<file path="src/shared/wake_timer_regs_pkg.sv">
// Constants and types shared by the wake pull, bus mode and cyclic timer register group.
// Assumes a 50 MHz system clock and a 16-bit serial frame.
package wake_timer_regs_pkg;

  // Serial frame layout: 7-bit address, write flag, 8-bit data
  localparam int unsigned FRAME_BITS            = 16;
  localparam int unsigned ADDR_MSB              = 15;
  localparam int unsigned ADDR_LSB              = 9;
  localparam int unsigned WRITE_FLAG_POS        = 8;
  localparam logic [4:0]  READ_LOAD_COUNT       = 5'h08;
  localparam logic [4:0]  FRAME_COUNT           = 5'h10;
  localparam logic [4:0]  COUNT_SATURATE        = 5'h1F;

  // Register addresses
  localparam logic [6:0]  WAKE_PULL_CONFIG_ADDR      = 7'h08;
  localparam logic [6:0]  BUS_FAST_MODE_CONTROL_ADDR = 7'h0B;
  localparam logic [6:0]  CYCLIC_TIMER_CONTROL_ADDR  = 7'h0C;

  // Field positions
  localparam int unsigned AUX_PULL_LSB          = 6;
  localparam int unsigned WAKE_PULL_LSB         = 0;
  localparam int unsigned FAST_MODE_POS         = 4;
  localparam int unsigned TIMER_ON_LSB          = 4;
  localparam int unsigned TIMER_PERIOD_SELECT_LSB         = 0;

  // Reset values
  localparam logic [1:0]  PULL_RESET            = 2'h0;
  localparam logic        FAST_MODE_RESET       = 1'b0;
  localparam logic [2:0]  TIMER_ON_RESET        = 3'h0;
  localparam logic [3:0]  TIMER_PERIOD_SELECT_RESET       = 4'h0;

  // Pull encodings
  localparam logic [1:0]  PULL_NONE             = 2'h0;
  localparam logic [1:0]  PULL_DOWN             = 2'h1;
  localparam logic [1:0]  PULL_UP               = 2'h2;
  localparam logic [1:0]  PULL_AUTO             = 2'h3;

  // On-time encodings
  localparam logic [2:0]  ON_OFF_LOW            = 3'h0;
  localparam logic [2:0]  ON_OFF_HIGH           = 3'h6;
  localparam logic [2:0]  ON_RESERVED           = 3'h7;

  // Timer base tick, 0.1 ms
  localparam int unsigned CLK_PERIOD_NS         = 20;
  localparam int unsigned TICK_TIME_US          = 100;
  localparam int unsigned TICK_CYCLES           = (TICK_TIME_US * 1000) / CLK_PERIOD_NS;

  // On-times in ticks of 0.1 ms: codes 1..5 are 0.1, 0.3, 1.0, 10, 20 ms
  localparam logic [23:0] ON_TICKS [8] = '{24'h0, 24'h1, 24'h3, 24'hA, 24'h64, 24'hC8, 24'h0, 24'h0};

  // Periods in ticks of 0.1 ms: 10ms .. 1000s
  localparam logic [23:0] PER_TICKS [16] = '{
    24'h000064, 24'h0000C8, 24'h0001F4, 24'h0003E8,
    24'h0007D0, 24'h001388, 24'h002710, 24'h004E20,
    24'h00C350, 24'h0186A0, 24'h030D40, 24'h07A120,
    24'h0F4240, 24'h1E8480, 24'h4C4B40, 24'h989680};

  // Serial slave states
  typedef enum logic [1:0] {
    ST_IDLE  = 2'b01,
    ST_FRAME = 2'b10
  } spi_state_type;

endpackage

</file>
<file path="src/rtl/cyclic_timer.sv">
// Cyclic timer driving the high-side output for cyclic sense and cyclic wake.
// Assumes settings are stable between restart pulses from the register block.
`timescale 1ns/1ps
module cyclic_timer
  import wake_timer_regs_pkg::*;
#(
  parameter int unsigned TICK_CYCLES_P = TICK_CYCLES
) (
  input  wire logic       i_clk,
  input  wire logic       i_rst,
  // Settings
  input  wire logic [2:0] i_on_sel,
  input  wire logic [3:0] i_per_sel,
  input  wire logic       i_assigned,
  input  wire logic       i_restart,
  // Results
  output logic            o_hs_out,
  output logic            o_running,
  output logic            o_period_start
);

  logic [15:0] prescale;
  logic [23:0] tick_count;
  logic        tick;
  logic        next_running;

  // Timer only runs once assigned and given a real on-time
  assign next_running = i_assigned && (i_on_sel != ON_OFF_LOW) &&
                        (i_on_sel != ON_OFF_HIGH) && (i_on_sel != ON_RESERVED);
  assign tick = (prescale == 16'(TICK_CYCLES_P - 1));

  // Base tick prescaler, restarted with any new configuration
  always_ff @(posedge i_clk or posedge i_rst) begin
    if (i_rst) begin
      prescale <= 16'h0000;
    end else if (i_restart || !next_running || tick) begin
      prescale <= 16'h0000;
    end else begin
      prescale <= prescale + 16'h0001;
    end
  end

  // Position within the period, in ticks
  always_ff @(posedge i_clk or posedge i_rst) begin
    if (i_rst) begin
      tick_count <= 24'h000000;
    end else if (i_restart || !next_running) begin
      tick_count <= 24'h000000;
    end else if (tick) begin
      if (tick_count >= PER_TICKS[i_per_sel] - 24'h000001) begin
        tick_count <= 24'h000000;
      end else begin
        tick_count <= tick_count + 24'h000001;
      end
    end
  end

  // Output high for the on-time at the start of each period
  always_ff @(posedge i_clk or posedge i_rst) begin
    if (i_rst) begin
      o_hs_out       <= 1'b0;
      o_running      <= 1'b0;
      o_period_start <= 1'b0;
    end else begin
      o_running      <= next_running;
      o_period_start <= next_running && !i_restart && (tick_count == 24'h000000) &&
                        (prescale == 16'h0000);
      if (i_on_sel == ON_OFF_HIGH) begin
        o_hs_out <= 1'b1;
      end else if (!next_running) begin
        o_hs_out <= 1'b0;
      end else begin
        o_hs_out <= (tick_count < ON_TICKS[i_on_sel]);
      end
    end
  end

endmodule

</file>
<file path="src/rtl/wake_timer_regs.sv">
// Serial-reached control registers for wake pulls, bus fast mode and the cyclic timer.
// Assumes serial pins are already synchronous to the system clock.
`timescale 1ns/1ps
module wake_timer_regs
  import wake_timer_regs_pkg::*;
#(
  parameter int unsigned TICK_CYCLES_P = TICK_CYCLES
) (
  // Clock and reset
  input  wire logic       I_CLK_SYS,
  input  wire logic       I_SYS_RST,
  input  wire logic       I_SOFT_RESET,
  // Serial port
  input  wire logic       I_SERIAL_CHIP_SELECT_LOW,
  input  wire logic       I_SERIAL_CLOCK,
  input  wire logic       I_SERIAL_DATA_IN,
  output logic            O_SERIAL_DATA_OUT,
  output logic            O_SERIAL_DATA_OUT_OE,
  // Device mode and configuration from elsewhere
  input  wire logic       I_RESTART_MODE,
  input  wire logic       I_AUX_PIN_IS_WAKE,
  input  wire logic       I_CYCLIC_SENSE_SELECT,
  input  wire logic       I_HS_SWITCH_CLEAR,
  input  wire logic       I_TIMER_ASSIGNED,
  input  wire logic       I_TIMER_WAKE_SOURCE_ENABLE,
  // Pull controls
  output logic            O_WAKE_PIN_PULL_UP,
  output logic            O_WAKE_PIN_PULL_DOWN,
  output logic            O_WAKE_PIN_PULL_AUTO,
  output logic            O_AUX_PIN_PULL_UP,
  output logic            O_AUX_PIN_PULL_DOWN,
  output logic            O_AUX_PIN_PULL_AUTO,
  // Bus transmitter
  output logic            O_SLEW_CONTROL_ENABLE,
  // Cyclic timer results
  output logic            O_HIGH_SIDE_SWITCH_OUTPUT,
  output logic            O_CYCLIC_SENSE_ACTIVE,
  output logic            O_CYCLIC_WAKE_EVENT
);

  spi_state_type state;
  logic          sclk_prev;
  logic          csn_prev;
  logic [4:0]    bit_count;
  logic [15:0]   shift_in;
  logic [7:0]    shift_out;
  logic          sclk_rise;
  logic          sclk_fall;
  logic          csn_rise;
  logic          frame_write;
  logic [6:0]    write_addr;
  logic [7:0]    write_data;
  logic          restart_prev;
  logic          restart_entry;
  logic          timer_clear;
  logic          timer_reload;

  // Register fields
  logic [1:0]    aux_pin_wake_pull_select;
  logic [1:0]    wake_pin_pull_select;
  logic          fast_mode;
  logic [2:0]    timer_on_select;
  logic [3:0]    timer_period_select;

  logic          timer_running;
  logic          period_start;

  // Pull code to {up, down, auto}; used for both pins
  function automatic logic [2:0] pull_decode(input logic [1:0] code);
    logic [2:0] result;
    result = 3'h0;
    unique case (code)
      PULL_NONE: result = 3'h0;
      PULL_DOWN: result = 3'h2;
      PULL_UP:   result = 3'h4;
      PULL_AUTO: result = 3'h1;
    endcase
    return result;
  endfunction

  // Readback image; reserved bits and unmapped addresses give zero
  function automatic logic [7:0] read_image(input logic [6:0] addr);
    logic [7:0] result;
    result = 8'h00;
    if (addr == WAKE_PULL_CONFIG_ADDR) begin
      result[AUX_PULL_LSB +: 2]  = aux_pin_wake_pull_select;
      result[WAKE_PULL_LSB +: 2] = wake_pin_pull_select;
    end else if (addr == BUS_FAST_MODE_CONTROL_ADDR) begin
      result[FAST_MODE_POS] = fast_mode;
    end else if (addr == CYCLIC_TIMER_CONTROL_ADDR) begin
      result[TIMER_ON_LSB +: 3]  = timer_on_select;
      result[TIMER_PERIOD_SELECT_LSB +: 4] = timer_period_select;
    end
    return result;
  endfunction

  // Edge detection on the serial pins and restart mode
  assign sclk_rise     = I_SERIAL_CLOCK && !sclk_prev;
  assign sclk_fall     = !I_SERIAL_CLOCK && sclk_prev;
  assign csn_rise      = I_SERIAL_CHIP_SELECT_LOW && !csn_prev;
  assign restart_entry = I_RESTART_MODE && !restart_prev;

  // Only complete frames commit, and only when select returns high
  assign frame_write = csn_rise && (state == ST_FRAME) && (bit_count == FRAME_COUNT) &&
                       shift_in[WRITE_FLAG_POS];
  assign write_addr  = shift_in[ADDR_MSB:ADDR_LSB];
  assign write_data  = shift_in[7:0];

  // Sense switch cleared in restart wipes the timer to avoid false detection
  assign timer_clear  = I_RESTART_MODE && I_CYCLIC_SENSE_SELECT && I_HS_SWITCH_CLEAR;
  assign timer_reload = timer_clear ||
                        (frame_write && (write_addr == CYCLIC_TIMER_CONTROL_ADDR));

  // Previous pin levels
  always_ff @(posedge I_CLK_SYS or posedge I_SYS_RST) begin
    if (I_SYS_RST) begin
      sclk_prev    <= 1'b0;
      csn_prev     <= 1'b1;
      restart_prev <= 1'b0;
    end else begin
      sclk_prev    <= I_SERIAL_CLOCK;
      csn_prev     <= I_SERIAL_CHIP_SELECT_LOW;
      restart_prev <= I_RESTART_MODE;
    end
  end

  // Frame state follows chip select
  always_ff @(posedge I_CLK_SYS or posedge I_SYS_RST) begin
    if (I_SYS_RST) begin
      state <= ST_IDLE;
    end else begin
      unique case (state)
        ST_IDLE: begin
          if (!I_SERIAL_CHIP_SELECT_LOW) begin
            state <= ST_FRAME;
          end
        end
        ST_FRAME: begin
          if (I_SERIAL_CHIP_SELECT_LOW) begin
            state <= ST_IDLE;
          end
        end
        default: state <= ST_IDLE;
      endcase
    end
  end

  // Input shifter, sampled on the serial clock rise
  always_ff @(posedge I_CLK_SYS or posedge I_SYS_RST) begin
    if (I_SYS_RST) begin
      bit_count <= 5'h00;
      shift_in  <= 16'h0000;
    end else if (state == ST_IDLE) begin
      bit_count <= 5'h00;
    end else if (sclk_rise) begin
      shift_in  <= {shift_in[14:0], I_SERIAL_DATA_IN};
      // Saturate so an overlong frame never aliases to a valid length
      if (bit_count != COUNT_SATURATE) begin
        bit_count <= bit_count + 5'h01;
      end
    end
  end

  // Output shifter: register image loaded once the address byte is in
  always_ff @(posedge I_CLK_SYS or posedge I_SYS_RST) begin
    if (I_SYS_RST) begin
      shift_out <= 8'h00;
    end else if (state == ST_IDLE) begin
      shift_out <= 8'h00;
    end else if (sclk_fall) begin
      if (bit_count == READ_LOAD_COUNT) begin
        // First byte is {address, write flag}, so the address sits one bit up
        shift_out <= read_image(shift_in[7:1]);
      end else begin
        shift_out <= {shift_out[6:0], 1'b0};
      end
    end
  end

  assign O_SERIAL_DATA_OUT    = shift_out[7];
  assign O_SERIAL_DATA_OUT_OE = (state == ST_FRAME);

  // Pull register; restart entry leaves both pull fields untouched
  always_ff @(posedge I_CLK_SYS or posedge I_SYS_RST) begin
    if (I_SYS_RST) begin
      aux_pin_wake_pull_select <= PULL_RESET;
      wake_pin_pull_select     <= PULL_RESET;
    end else if (I_SOFT_RESET) begin
      aux_pin_wake_pull_select <= PULL_RESET;
      wake_pin_pull_select     <= PULL_RESET;
    end else if (frame_write && (write_addr == WAKE_PULL_CONFIG_ADDR)) begin
      aux_pin_wake_pull_select <= write_data[AUX_PULL_LSB +: 2];
      wake_pin_pull_select     <= write_data[WAKE_PULL_LSB +: 2];
    end else if (restart_entry) begin
      aux_pin_wake_pull_select <= aux_pin_wake_pull_select;
      wake_pin_pull_select     <= wake_pin_pull_select;
    end
  end

  // Bus fast mode; other bits are not stored, so restart keeps only this one
  always_ff @(posedge I_CLK_SYS or posedge I_SYS_RST) begin
    if (I_SYS_RST) begin
      fast_mode <= FAST_MODE_RESET;
    end else if (I_SOFT_RESET) begin
      fast_mode <= FAST_MODE_RESET;
    end else if (frame_write && (write_addr == BUS_FAST_MODE_CONTROL_ADDR)) begin
      fast_mode <= write_data[FAST_MODE_POS];
    end else if (restart_entry) begin
      fast_mode <= fast_mode;
    end
  end

  // Timer settings: soft reset and the sense-switch clear wipe them, other failures keep them
  always_ff @(posedge I_CLK_SYS or posedge I_SYS_RST) begin
    if (I_SYS_RST) begin
      timer_on_select     <= TIMER_ON_RESET;
      timer_period_select <= TIMER_PERIOD_SELECT_RESET;
    end else if (I_SOFT_RESET || timer_clear) begin
      timer_on_select     <= TIMER_ON_RESET;
      timer_period_select <= TIMER_PERIOD_SELECT_RESET;
    end else if (frame_write && (write_addr == CYCLIC_TIMER_CONTROL_ADDR)) begin
      timer_on_select     <= write_data[TIMER_ON_LSB +: 3];
      timer_period_select <= write_data[TIMER_PERIOD_SELECT_LSB +: 4];
    end else if (restart_entry) begin
      timer_on_select     <= timer_on_select;
      timer_period_select <= timer_period_select;
    end
  end

  // Pull outputs; aux pin pull only while it acts as a wake input
  always_ff @(posedge I_CLK_SYS or posedge I_SYS_RST) begin
    if (I_SYS_RST) begin
      {O_WAKE_PIN_PULL_UP, O_WAKE_PIN_PULL_DOWN, O_WAKE_PIN_PULL_AUTO} <= 3'h0;
      {O_AUX_PIN_PULL_UP, O_AUX_PIN_PULL_DOWN, O_AUX_PIN_PULL_AUTO}    <= 3'h0;
    end else begin
      {O_WAKE_PIN_PULL_UP, O_WAKE_PIN_PULL_DOWN, O_WAKE_PIN_PULL_AUTO} <=
        pull_decode(wake_pin_pull_select);
      {O_AUX_PIN_PULL_UP, O_AUX_PIN_PULL_DOWN, O_AUX_PIN_PULL_AUTO} <=
        I_AUX_PIN_IS_WAKE ? pull_decode(aux_pin_wake_pull_select) : 3'h0;
    end
  end

  // Slew control stays on unless fast mode is set
  always_ff @(posedge I_CLK_SYS or posedge I_SYS_RST) begin
    if (I_SYS_RST) begin
      O_SLEW_CONTROL_ENABLE <= 1'b1;
    end else begin
      O_SLEW_CONTROL_ENABLE <= !fast_mode;
    end
  end

  // One timer serves both sense and wake
  cyclic_timer #(
    .TICK_CYCLES_P (TICK_CYCLES_P)
  ) u_cyclic_timer (
    .i_clk          (I_CLK_SYS),
    .i_rst          (I_SYS_RST),
    .i_on_sel       (timer_on_select),
    .i_per_sel      (timer_period_select),
    .i_assigned     (I_TIMER_ASSIGNED),
    .i_restart      (timer_reload),
    .o_hs_out       (O_HIGH_SIDE_SWITCH_OUTPUT),
    .o_running      (timer_running),
    .o_period_start (period_start)
  );

  // Sense and wake may both be active at once
  always_ff @(posedge I_CLK_SYS or posedge I_SYS_RST) begin
    if (I_SYS_RST) begin
      O_CYCLIC_SENSE_ACTIVE <= 1'b0;
      O_CYCLIC_WAKE_EVENT   <= 1'b0;
    end else begin
      O_CYCLIC_SENSE_ACTIVE <= timer_running && I_CYCLIC_SENSE_SELECT;
      O_CYCLIC_WAKE_EVENT   <= period_start && I_TIMER_WAKE_SOURCE_ENABLE;
    end
  end

endmodule

</file>
<file path="config.mk">
export PLATFORM = sky130hd
export DESIGN_NAME = wake_timer_regs
export DESIGN_NICKNAME = d
export VERILOG_FILES = /design/src/shared/wake_timer_regs_pkg.sv /design/src/rtl/cyclic_timer.sv /design/src/rtl/wake_timer_regs.sv
export SDC_FILE = /design/constraint.sdc
export NUM_CORES = 1
export LEC_CHECK = 0
export BUFFER_PORTS_ARGS = -buffer_cell sky130_fd_sc_hd__buf_2
export CAP_MARGIN = 15
export CORE_ASPECT_RATIO = 0.8
export CORE_UTILIZATION = 45
export CTS_CLUSTER_DIAMETER = 150
export DETAILED_ROUTE_END_ITERATION = 12
export HOLD_SLACK_MARGIN = 0.06
export PLACE_DENSITY_LB_ADDON = 0.1
export SKIP_LAST_GASP = 1
export SLEW_MARGIN = 20
export SYNTH_ARGS = -nofsm -noshare
export SYNTH_HDL_FRONTEND = slang
export SYNTH_SLANG_ARGS = --single-unit
export TNS_END_PERCENT = 5
</file>
<file path="constraint.sdc">
create_clock -name I_CLK_SYS -period 11.51 [get_ports I_CLK_SYS]
set_input_delay 2.8775 -clock I_CLK_SYS [delete_from_list [all_inputs] [get_ports I_CLK_SYS]]
set_output_delay 2.8775 -clock I_CLK_SYS [all_outputs]
set_load 0.01 [all_outputs]
</file>
## Yosys cells after proc, flatten, opt, wreduce, memory -nomap -nowiden

Memory sizes are Yosys's and may differ from the RTL's.
Index checks and enable logic that the tools add are counted.

- Memories: 2
- Output and inout bits: 12
- Logic and storage cells: 145
- Bits of input ports: 12
- Bits in registers: 97
- Memory bits (read-only): 576

- $lt $le $gt $ge: 4
- Add/subtract/negate cells: 4
- Equal/unequal tests: 23
- Bitwise operators: 3
- Mux-type cells: 40
- Reductions and logical operators: 44

Memories:

| name | depth | bits a word | read ports | clocked after memory_dff | wr ports | RTL line | RTL |
|---|---|---|---|---|---|---|---|
| (no name shown) | 16 | 24 | 1 | 0 | 0 | cyclic_timer.sv:50 | `if (tick_count >= PER_TICKS[i_per_sel] - 24'h000001) begin` |
| (no name shown) | 8 | 24 | 1 | 0 | 0 | cyclic_timer.sv:73 | `o_hs_out <= (tick_count < ON_TICKS[i_on_sel]);` |

Operators with widths:

| operator | count |
|---|---|
| 24-bit two-way mux | 7 |
| 7-bit by 4-bit == test with 1-bit output (second input constant) | 6 |
| 24-bit by 1-bit adder with 24-bit output (second input constant) | 1 |
| 24-bit greater-or-equal comparator | 1 |
| 24-bit zero test | 1 |
| 24-bit < comparator | 1 |
| 8-bit two-way mux | 3 |
| 3-bit case mux with 4 select lines | 2 |
| 24-bit by 1-bit subtractor with 24-bit output (second input constant) | 1 |
| 1-bit logical AND | 19 |
| 16-bit by 1-bit adder with 16-bit output (second input constant) | 1 |
| 16-bit by 13-bit == test with 1-bit output (second input constant) | 1 |
| 16-bit zero test | 1 |
| 16-bit two-way mux | 1 |
| 2-bit two-way mux | 8 |
| 4-bit two-way mux | 4 |
| 5-bit two-way mux | 3 |
| 2-bit nonzero test | 7 |
| 2-bit == test (second input constant) | 5 |
| 3-bit two-way mux | 3 |
| 1-bit two-way mux | 7 |
| 7-bit two-way mux | 1 |
| 2-bit by 1-bit == test with 1-bit output (second input constant) | 3 |
| 1-bit zero test | 6 |
| 17 further kinds | 25 |

## Longest topological paths before layout

Gate-level depths: netlist of the first run.

- Depth in word-level cells: 11
- Gate-level depth with buffers: 19
- Mapped depth without buffers: 17

## By module

Synthesis of the first run repeated with hierarchy kept, for this count alone.

- Cell total of the unflattened synthesis: 647
- Area total of the unflattened synthesis: 6,227.2 µm²

By module, submodules not included:

| module | sequential area each (µm²) | cells each | times used | area an instance (µm²) |
|---|---|---|---|---|
| cyclic_timer | 1,076.0 | 461 | 1 | 3,886.2 |
| wake_timer_regs | 1,355.0 | 186 | 1 | 2,341.0 |

## Least setup slack after synthesis of the first run

No wires, ideal clock.

- Path type: input to register
- From: input port I_SERIAL_CHIP_SELECT_LOW
- To: register u_cyclic_timer.tick_count[0]
- Setup slack: 7.240 ns
- Data arrival time: 4.143 ns
- Data required time: 11.383 ns
- Setup time: 0.127 ns
- Cell stages on the path: 8
- Buffers on the path: 2
- Path through: and3b_1 nand4_1 o211a_2 and2_4 buf_6 nor2_8 buf_6 mux2_1

- Longest elaborated chain between the ends: 8
- Elaborated cells on any way between the ends: 9
- Classes of those cells: 1 x mux; 8 x reduce/logical

RTL lines:

| what | RTL line | RTL |
|---|---|---|
| start, declared | wake_timer_regs.sv:14 | `input wire logic I_SERIAL_CHIP_SELECT_LOW,` |
| 1-bit logical AND (*) | wake_timer_regs.sv:100 | `assign csn_rise = I_SERIAL_CHIP_SELECT_LOW && !csn_prev;` |
| 1-bit logical AND (*) (3 in series) | wake_timer_regs.sv:104 | `assign frame_write = csn_rise && (state == ST_FRAME) && (bit_count == FRAME_COUNT) &&` |
| 1-bit logical AND (*) | wake_timer_regs.sv:112 | `(frame_write && (write_addr == CYCLIC_TIMER_CONTROL_ADDR));` |
| 1-bit logical OR (*) | wake_timer_regs.sv:111 | `assign timer_reload = timer_clear \|\|` |
| 1-bit logical OR (*) | cyclic_timer.sv:47 | `end else if (i_restart \|\| !next_running) begin` |
| 24-bit two-way mux / 2-bit nonzero test (equally long branches) | -- |  |
| end signal, assigned | cyclic_timer.sv:53 | `tick_count <= tick_count + 24'h000001;` |
| end, declared | cyclic_timer.sv:23 | `logic [23:0] tick_count;` |

Every way passes the cells marked *; elsewhere a longest branch is shown, timed or not.
A chain may end at the register's enable or synchronous reset.

## Worst setup path in the final report of the first run

- From: register timer_period_select[0]
- To: register u_cyclic_timer.tick_count[2]

- Longest elaborated chain between the ends: 9

RTL lines:

| what | RTL line | RTL |
|---|---|---|
| start, declared | wake_timer_regs.sv:63 | `logic [3:0] timer_period_select;` |
| start signal, assigned | wake_timer_regs.sv:223 | `timer_period_select <= write_data[TIMER_PERIOD_SELECT_LSB +: 4];` |
| start signal, assigned | wake_timer_regs.sv:226 | `timer_period_select <= timer_period_select;` |
| 4-bit inverter with 5-bit output (implied by the code) | cyclic_timer.sv:50 |  |
| memory read 16 x 24 bit | -- |  |
| 24-bit two-way mux (implied by the code) (2 in series) | cyclic_timer.sv:50 |  |
| 24-bit by 1-bit subtractor with 24-bit output | cyclic_timer.sv:50 |  |
| 24-bit greater-or-equal comparator | cyclic_timer.sv:50 |  |
| 24-bit two-way mux | cyclic_timer.sv:50 |  |
| 24-bit two-way mux | cyclic_timer.sv:49 | `end else if (tick) begin` |
| 24-bit two-way mux | cyclic_timer.sv:47 |  |

No other way between the ends. The select of a mux whose other input is x is not followed.

==> impl_metrics.tcl, run 1 <==
set metrics [dict create \
    drcViolationCount 0 \
    synth-async-reset-ratio_pct 100 \
    io_pins 24 \
    synth_flop_cell "dfrtp_1" \
    finalHoldViolations 0 \
    yosysMostFrequentCell "dfrtp_1" \
    avgSynthCellArea_um2 9.63 \
    clk_path_buf_depth 2 \
    worstSkewPairLatency_ps 360 \
    leakagePower_nw 3.02 \
    endpoint_kind "flop" \
    grt_setup_unrepaired "no" \
    cp_max_fo 26 \
    synth_edf_count 0 \
    io_buffers 23 \
    dr.pass1.iters 4 \
    yosysSeqAreaShare_pct 39.6 \
    post_cts_resized 0 \
    hold_path_class "reg2reg" \
    grt_pass1_wl_um 23100 \
    multi_input_area_mm2 0.00345 \
    setup_violations 0 \
    powerDensity_mw_per_mm2 114 \
    synth_cell_types 71 \
    ys_seq_elements 97 \
    rows 37 \
    fin_crit_ps 5060 \
    cts_setup_buffers 0 \
    status "finished, final reports clean" \
    drtIter0Drc 300 \
    start_util_pct 47.0 \
    slew_headroom_pct 32.7 \
    synth_top_area_cell "dfrtp_1" \
    fp.dieW_um 133 \
    grt-ovfl-total 0 \
    synthTopCellsByArea "dfrtp_1 (38%), ha_1 (9.6%), nor2_1 (4.2%), mux2_2 (3.3%), mux2i_1 (2.9%)" \
    vias 4713 \
    synth_cells 637 \
    fin_setup_tns_ps 0 \
    final_layout_size_suffix_gt1_share_pct 13.0 \
    worst_ep_required_time_ps 11800 \
    ir_drop_mv 0.101 \
    place_congestion 0.876 \
    post-dp-hpwl_um 9440 \
    syn_nets 696 \
    grt_max_degree 82 \
    tightestPinTransition_ps 1010 \
    n_antenna_cell 0 \
    core_area_mm2 0.0131 \
    cp-start-kind "flop" \
    synth_common_cells "dfrtp_1 (94), nor2_1 (69), ha_1 (47)" \
    wl_per_cell_um 16.3 \
    die_height_um 106 \
    max_freq_ghz 0.198 \
    ctsRootBufferMaster "clkbuf_16" \
    synth.top_cell.area_share_pct 38.4 \
    grt_usage_pct 20.8 \
    finalInstanceArea_mm2 0.00666 \
    max_cap_viol_count 0 \
    fin_crit_sh_pct 43.9 \
    finalWirelength_um 13500 \
    cts_sinks 97 \
    timing_worst_setup_path_type "reg2reg" \
    cts_max_level 3 \
    dieArea_mm2 0.0141 \
    path_clk_slew_ps 70 \
    tritoncts "done" \
    nets 707 \
    place_area_mm2 0.00636 \
    report.final.slew_viol_count 0 \
    ys_warn_count 0 \
    vias_per_cell 5.69 \
    numCtsBuffers 9 \
    ant_nets 0 \
    antenna_found_initial 0 \
    fillers 1235 \
    syn_area_mm2 0.00613 \
    hold_buffers 0 \
    worstPathArrival_ps 5350 \
    register_area_mm2 0.00243 \
    grt_pass1_vias 4513 \
    finClkSkew_ps 12.7 \
    area_delta_synth_final_pct 8.59 \
]
[worst max-delay path, stage by stage (launching register included)]
cell	delay, ps
dfrtp_1	700
inv_1	250
ha_1	410
nand2b_1	220
or3_1	400
o21ai_0	170
o21ai_0	200
and4bb_2	360
xor2_1	160
ha_1	290
a21oi_1	150
nand3_1	100
a221oi_1	520
nand4_4	450
nor2_8	420
a22o_1	210
[power breakdown]
group | internal (W) | switching (W)
Combinational | 0.0000307 | 0.0000293
Clock | 0.000153 | 0.000147
Sequential | 0.000366 | 0.0000329
[metal layers]
metal | global-route usage (%) | up-vias | part of all wire (%)
met1 | 29.3 | 2289 | 50
met2 | 32.3 | 82 | 46
met5 | 0 | - | 0
met4 | 5.58 | 0 | 1.3
met3 | 4.29 | 14 | 3.6
li1 | - | 2328 | -
[flip-flops by register name (all words and copies together) (netlist names), 3 cells and up]
| signal | count |
|---|---|
| bit_count | 5 |
| shift_in | 16 |
| shift_out | 8 |
| timer_on_select | 3 |
| timer_period_select | 4 |
| u_cyclic_timer.prescale | 16 |
| u_cyclic_timer.tick_count | 24 |
[cells in the final DEF, fill, tap and decap left out, types with 3 or more instances in the layout]
master | netlist | final
a211oi_1 | 7 | 7
a21oi_1 | 20 | 20
a221oi_1 | 3 | 3
a22o_1 | 17 | 17
a22oi_1 | 4 | 4
a32oi_1 | 4 | 4
and2_1 | 8 | 8
and3_1 | 19 | 19
buf_2 | 9 | 23
buf_4 | 2 | 4
clkbuf_16 | 0 | 9
dfrtp_1 | 94 | 94
dfstp_2 | 3 | 3
ha_1 | 47 | 47
inv_1 | 26 | 25
inv_8 | 0 | 4
mux2_2 | 18 | 18
mux2i_1 | 18 | 18
nand2_1 | 39 | 38
nand2b_1 | 12 | 12
nand3_1 | 25 | 25
nand4_1 | 15 | 15
nor2_1 | 69 | 69
nor2b_1 | 18 | 18
nor3_1 | 13 | 13
nor3b_1 | 3 | 3
nor4_1 | 10 | 10
o211ai_1 | 5 | 5
o21a_1 | 3 | 3
o21ai_0 | 33 | 33
o22ai_1 | 4 | 4
or3_1 | 3 | 3
xnor2_1 | 12 | 12
xor2_1 | 14 | 14
[cells by family after synthesis]
kind of cell               Yosys count  synth area share [%]
AOI/OAI and AO/OA                  121                  13.7
xor gates and xnor gates            26                  3.71
adders and majority gates           47                  9.59
buffers and inverters               55                  4.06
DFF                                 97                  39.6
muxes                               39                  7.16
other                                1                0.0612
and+or+nand+nor                    251                  22.1
[stage by stage]
step           cells  hold WS (ps)  setup WS, ps  utilization [%]  power (W)
2_1_floorplan    637           381          6100                -   0.000445
3_3_place_gp     812           439          6330             48.7   0.000465
3_5_place_dp     812           447          6300             48.7   0.000467
4_1_cts          828           463          6490             51.0   0.000769
5_1_grt          828           473          6060             51.0   0.000794
6_report         828           458          6450             51.0   0.000759
[final timing paths]
path / startpoint / endpoint / slack [ps] / cells after the start
max reg2reg: timer_period_select[0]$_DFFE_PP0P_ / u_cyclic_timer.tick_count[2]$_DFFE_PP0N_ / 6450 / 15
min reg2reg: u_cyclic_timer.prescale[0]$_DFF_PP0_ / u_cyclic_timer.prescale[0]$_DFF_PP0_ / 460 / 1
max: timer_period_select[0]$_DFFE_PP0P_ / u_cyclic_timer.tick_count[2]$_DFFE_PP0N_ / 6450 / 15
min in group asynchronous: I_SYS_RST / shift_in[15]$_DFFE_PP0P_ / 2440 / 2
max in group asynchronous: I_SYS_RST / u_cyclic_timer.tick_count[14]$_DFFE_PP0N_ / 8080 / 3
min: u_cyclic_timer.prescale[0]$_DFF_PP0_ / u_cyclic_timer.prescale[0]$_DFF_PP0_ / 460 / 1
[cell type report]
| cell class | instances | area share, % |
|---|---|---|
| repair buffers | 28 | 2.35 |
| well taps | 175 | 3.29 |
| inverters | 27 | 1.56 |
| flip-flops and latches | 97 | 36.5 |
| multi-input cells | 485 | 51.9 |
| clock buffers | 9 | 3.38 |
| clock inverters | 7 | 1.03 |
(Power assumes the default switching activity.)
==> inputs of run 2 (changes only) <==
ABC_AREA = 1   (was unset)
clock period = 4.6 ns   (was 11.51 ns; I/O delays follow)
==> run 2 against run 1 <==
Compared with the run above:
- the flow now finishes with violations (design-rule violations)
- flip-flop and latch count stayed put
- fmax is 31% higher
- via count is 23% higher
- sequential share of layout area is 2.9 points lower
- synthesized cell count is 47% higher
- largest cell class unchanged
- largest power group unchanged
==> impl_metrics.tcl, run 2 <==
set metrics [dict create \
    reg2reg_depth 22 \
    fillers 1455 \
    fp.dieW_um 138 \
    post-dp-hpwl_um 11300 \
    drtIter0Drc 417 \
    fin_crit_sh_pct 84.1 \
    multi_input_area_mm2 0.00368 \
    yosysMostFrequentCell "nand2_1" \
    slew_headroom_pct 44.0 \
    synth_cells 939 \
    crit_start "timer_period_select[1]$_DFFE_PP0P_" \
    powerDensity_mw_per_mm2 277 \
    wl_per_cell_um 13.3 \
    synth-async-reset-ratio_pct 100 \
    synth.top_cell.area_share_pct 35.2 \
    worstSkewPairLatency_ps 370 \
    regMostFlops "u_cyclic_timer.tick_count" \
    path_clk_slew_ps 80 \
    max_cap_viol_count 0 \
    ys_seq_elements 97 \
    max_freq_ghz 0.259 \
    drcViolationCount 3 \
    report.final.slew_viol_count 0 \
    antenna_found_initial 0 \
    cts_sinks 97 \
    syn_nets 998 \
    ctsRootBufferMaster "clkbuf_16" \
    place_inst 1130 \
    mostFrequentLayoutCells "nand2_1 (288), nor2_1 (123), inv_1 (109)" \
    grt-ovfl-total 0 \
    hold_start "aux_pin_wake_pull_select[1]$_DFFE_PP0P_" \
    synthTopCellsByArea "dfrtp_1 (35%), nand2_1 (16%), ha_1 (8.8%), nor2_1 (6.9%), inv_1 (6.2%)" \
    ys_warn_count 0 \
    stdcell_count 1146 \
    whs_path_depth 1 \
    largest_reg_flops 24 \
    cp_max_fo 16 \
    rows 39 \
    ir_drop_mv 0.201 \
    grt_setup_unrepaired "no" \
    hold_buffers 0 \
    tightestPinTransition_ps 838 \
    nets 1016 \
    finClkSkew_ps 13.2 \
    cts_setup_buffers 0 \
    reg2reg_to "u_cyclic_timer.tick_count[19]$_DFFE_PP0N_" \
    place_congestion 0.878 \
    fin_crit_ps 3870 \
    clk_path_buf_depth 2 \
    register_area_mm2 0.00243 \
    io_pins 24 \
    synth_common_cells "nand2_1 (288), nor2_1 (123), inv_1 (110)" \
    grt_pass1_vias 5160 \
    worstPathArrival_ps 4170 \
    tritoncts "done" \
    largestRegisters "u_cyclic_timer.tick_count x24, shift_in x16, u_cyclic_timer.prescale x16" \
    worst_ep_required_time_ps 4900 \
    core_area_mm2 0.0144 \
    grt_pass1_wl_um 26000 \
    grtUsageMet1_pct 33.5 \
    hold_path_class "reg2reg" \
    io_buffers 23 \
    grt_usage_pct 21.1 \
    violations "design-rule violations" \
    fin_setup_tns_ps 0 \
    synth_edf_count 0 \
    dr.pass1.iters 9 \
    grtUsageMet3_pct 4.02 \
    start_util_pct 46.4 \
    setup_violations 0 \
    mostFrequentLayoutCell "nand2_1" \
    synth_top_area_cell "dfrtp_1" \
    synth_flop_cell "dfrtp_1" \
    post_cts_resized 0 \
    cp-start-kind "flop" \
    synth_cell_types 43 \
    ant_nets 0 \
    leakagePower_nw 3.62 \
    timing_worst_setup_path_type "reg2reg" \
    vias_per_cell 5.06 \
    area_delta_synth_final_pct 8.17 \
    finalWirelength_um 15300 \
    avgSynthCellArea_um2 7.11 \
    n_antenna_cell 0 \
    min_to "O_AUX_PIN_PULL_DOWN$_DFF_PP0_" \
    regToRegSetupSlack_ps 730 \
    die_height_um 111 \
    grt.busiest_layer "met1" \
    grt_use_met2_pct 29.5 \
    endpoint_kind "flop" \
    grt_max_degree 84 \
    cts_max_level 3 \
    syn_area_mm2 0.00668 \
    final_layout_size_suffix_gt1_share_pct 9.56 \
    numCtsBuffers 9 \
    reg2reg_from "timer_period_select[1]$_DFFE_PP0P_" \
    finalHoldViolations 0 \
    yosysSeqAreaShare_pct 36.4 \
    status "complete, but fails checks" \
    dieArea_mm2 0.0153 \
    vias 5798 \
]
-- run 2: changes by cell type in the layout (fill, tap and decap cells not counted), sizes merged, moves of 8 or more --
cell    change
a22o       -17
and2        -9
and3       -19
inv        +88
mux2       -18
mux2i      -18
nand2     +254
nand2b     -12
nand3      +43
nor2       +62
nor2b      -18
nor3        +8
o21ai      +11
-- run 2: kinds of logic (layout without fill, tap and decap cells) --
logic type | Yosys count | count (layout) | synth area share (%)
compound gates | 91 | 91 | 8.41
simple gates | 546 | 546 | 35.0
flops | 97 | 97 | 36.4
mux | 1 | 1 | 0.169
buf+inv | 135 | 158 | 8.45
other cells | 1 | 1 | 0.0561
fa+ha+maj | 47 | 47 | 8.80
xor+xnor | 21 | 21 | 2.75
-- run 2: layout make-up --
cell class,instances,share of cell area (%)
Timing Repair Buffer,25,1.80
Tap cell,184,3.19
Clock buffer,9,3.12
Inverter,117,6.15
Multi-Input combinational cell,707,51.0
Clock inverter,7,1.11
Sequential cell,97,33.7
-- run 2: worst max-delay path by stage --
stage,endpoint,depth (start not counted)
global route,u_cyclic_timer.tick_count[9]$_DFFE_PP0N_,23
detailed placement,u_cyclic_timer.tick_count[0]$_DFFE_PP0N_,23
finish,u_cyclic_timer.tick_count[19]$_DFFE_PP0N_,22
CTS,u_cyclic_timer.tick_count[0]$_DFFE_PP0N_,23
floorplan,O_AUX_PIN_PULL_AUTO$_DFF_PP0_,1
global placement,u_cyclic_timer.tick_count[0]$_DFFE_PP0N_,22
-- run 2: routing by layer --
| metal | share of wire [%] | routed length (µm) | vias to the layer above |
|---|---|---|---|
| met5 | 0 | 0 | - |
| met4 | 0.46 | 71 | 0 |
| met3 | 3.3 | 504 | 6 |
| met2 | 40 | 6140 | 75 |
| met1 | 56 | 8560 | 2675 |
| li1 | - | - | 3042 |
-- run 2: through the flow --
stage	util, %	hold WS (ps)	total power, W	setup WS (ps)	cell area, µm²
6_report	50.2	432	0.00200	733	7220
5_1_grt	50.2	446	0.00211	212	7220
4_1_cts	50.2	435	0.00202	714	7220
3_5_place_dp	48.0	426	0.00125	734	6920
3_3_place_gp	48.0	423	0.00124	774	6920
2_1_floorplan	-	375	0.00117	921	6680
-- run 2: power by group --
group	switching [W]	total, W	internal, W
clock	0.000384	0.000771	0.000387
combinational	0.000165	0.000243	0.0000783
sequential	0.0000581	0.000987	0.000929
-- run 2: critical path, cell delays in order, from the launching register on --
cell and delay, ps:
dfrtp_1 470, inv_1 200, ha_1 260, inv_1 100, nor2_1 40, o21ai_0 400, nand2_1 170, nor2_2 210
inv_1 80, o21ai_1 140, inv_1 50, ha_1 270, nand2_1 80, inv_1 40, nand2_1 60, nand2_1 40
nand2_1 50, nand2_1 40, nand2_1 100, nand3_1 540, nor2_1 260, nor2_1 80, nor2_1 110
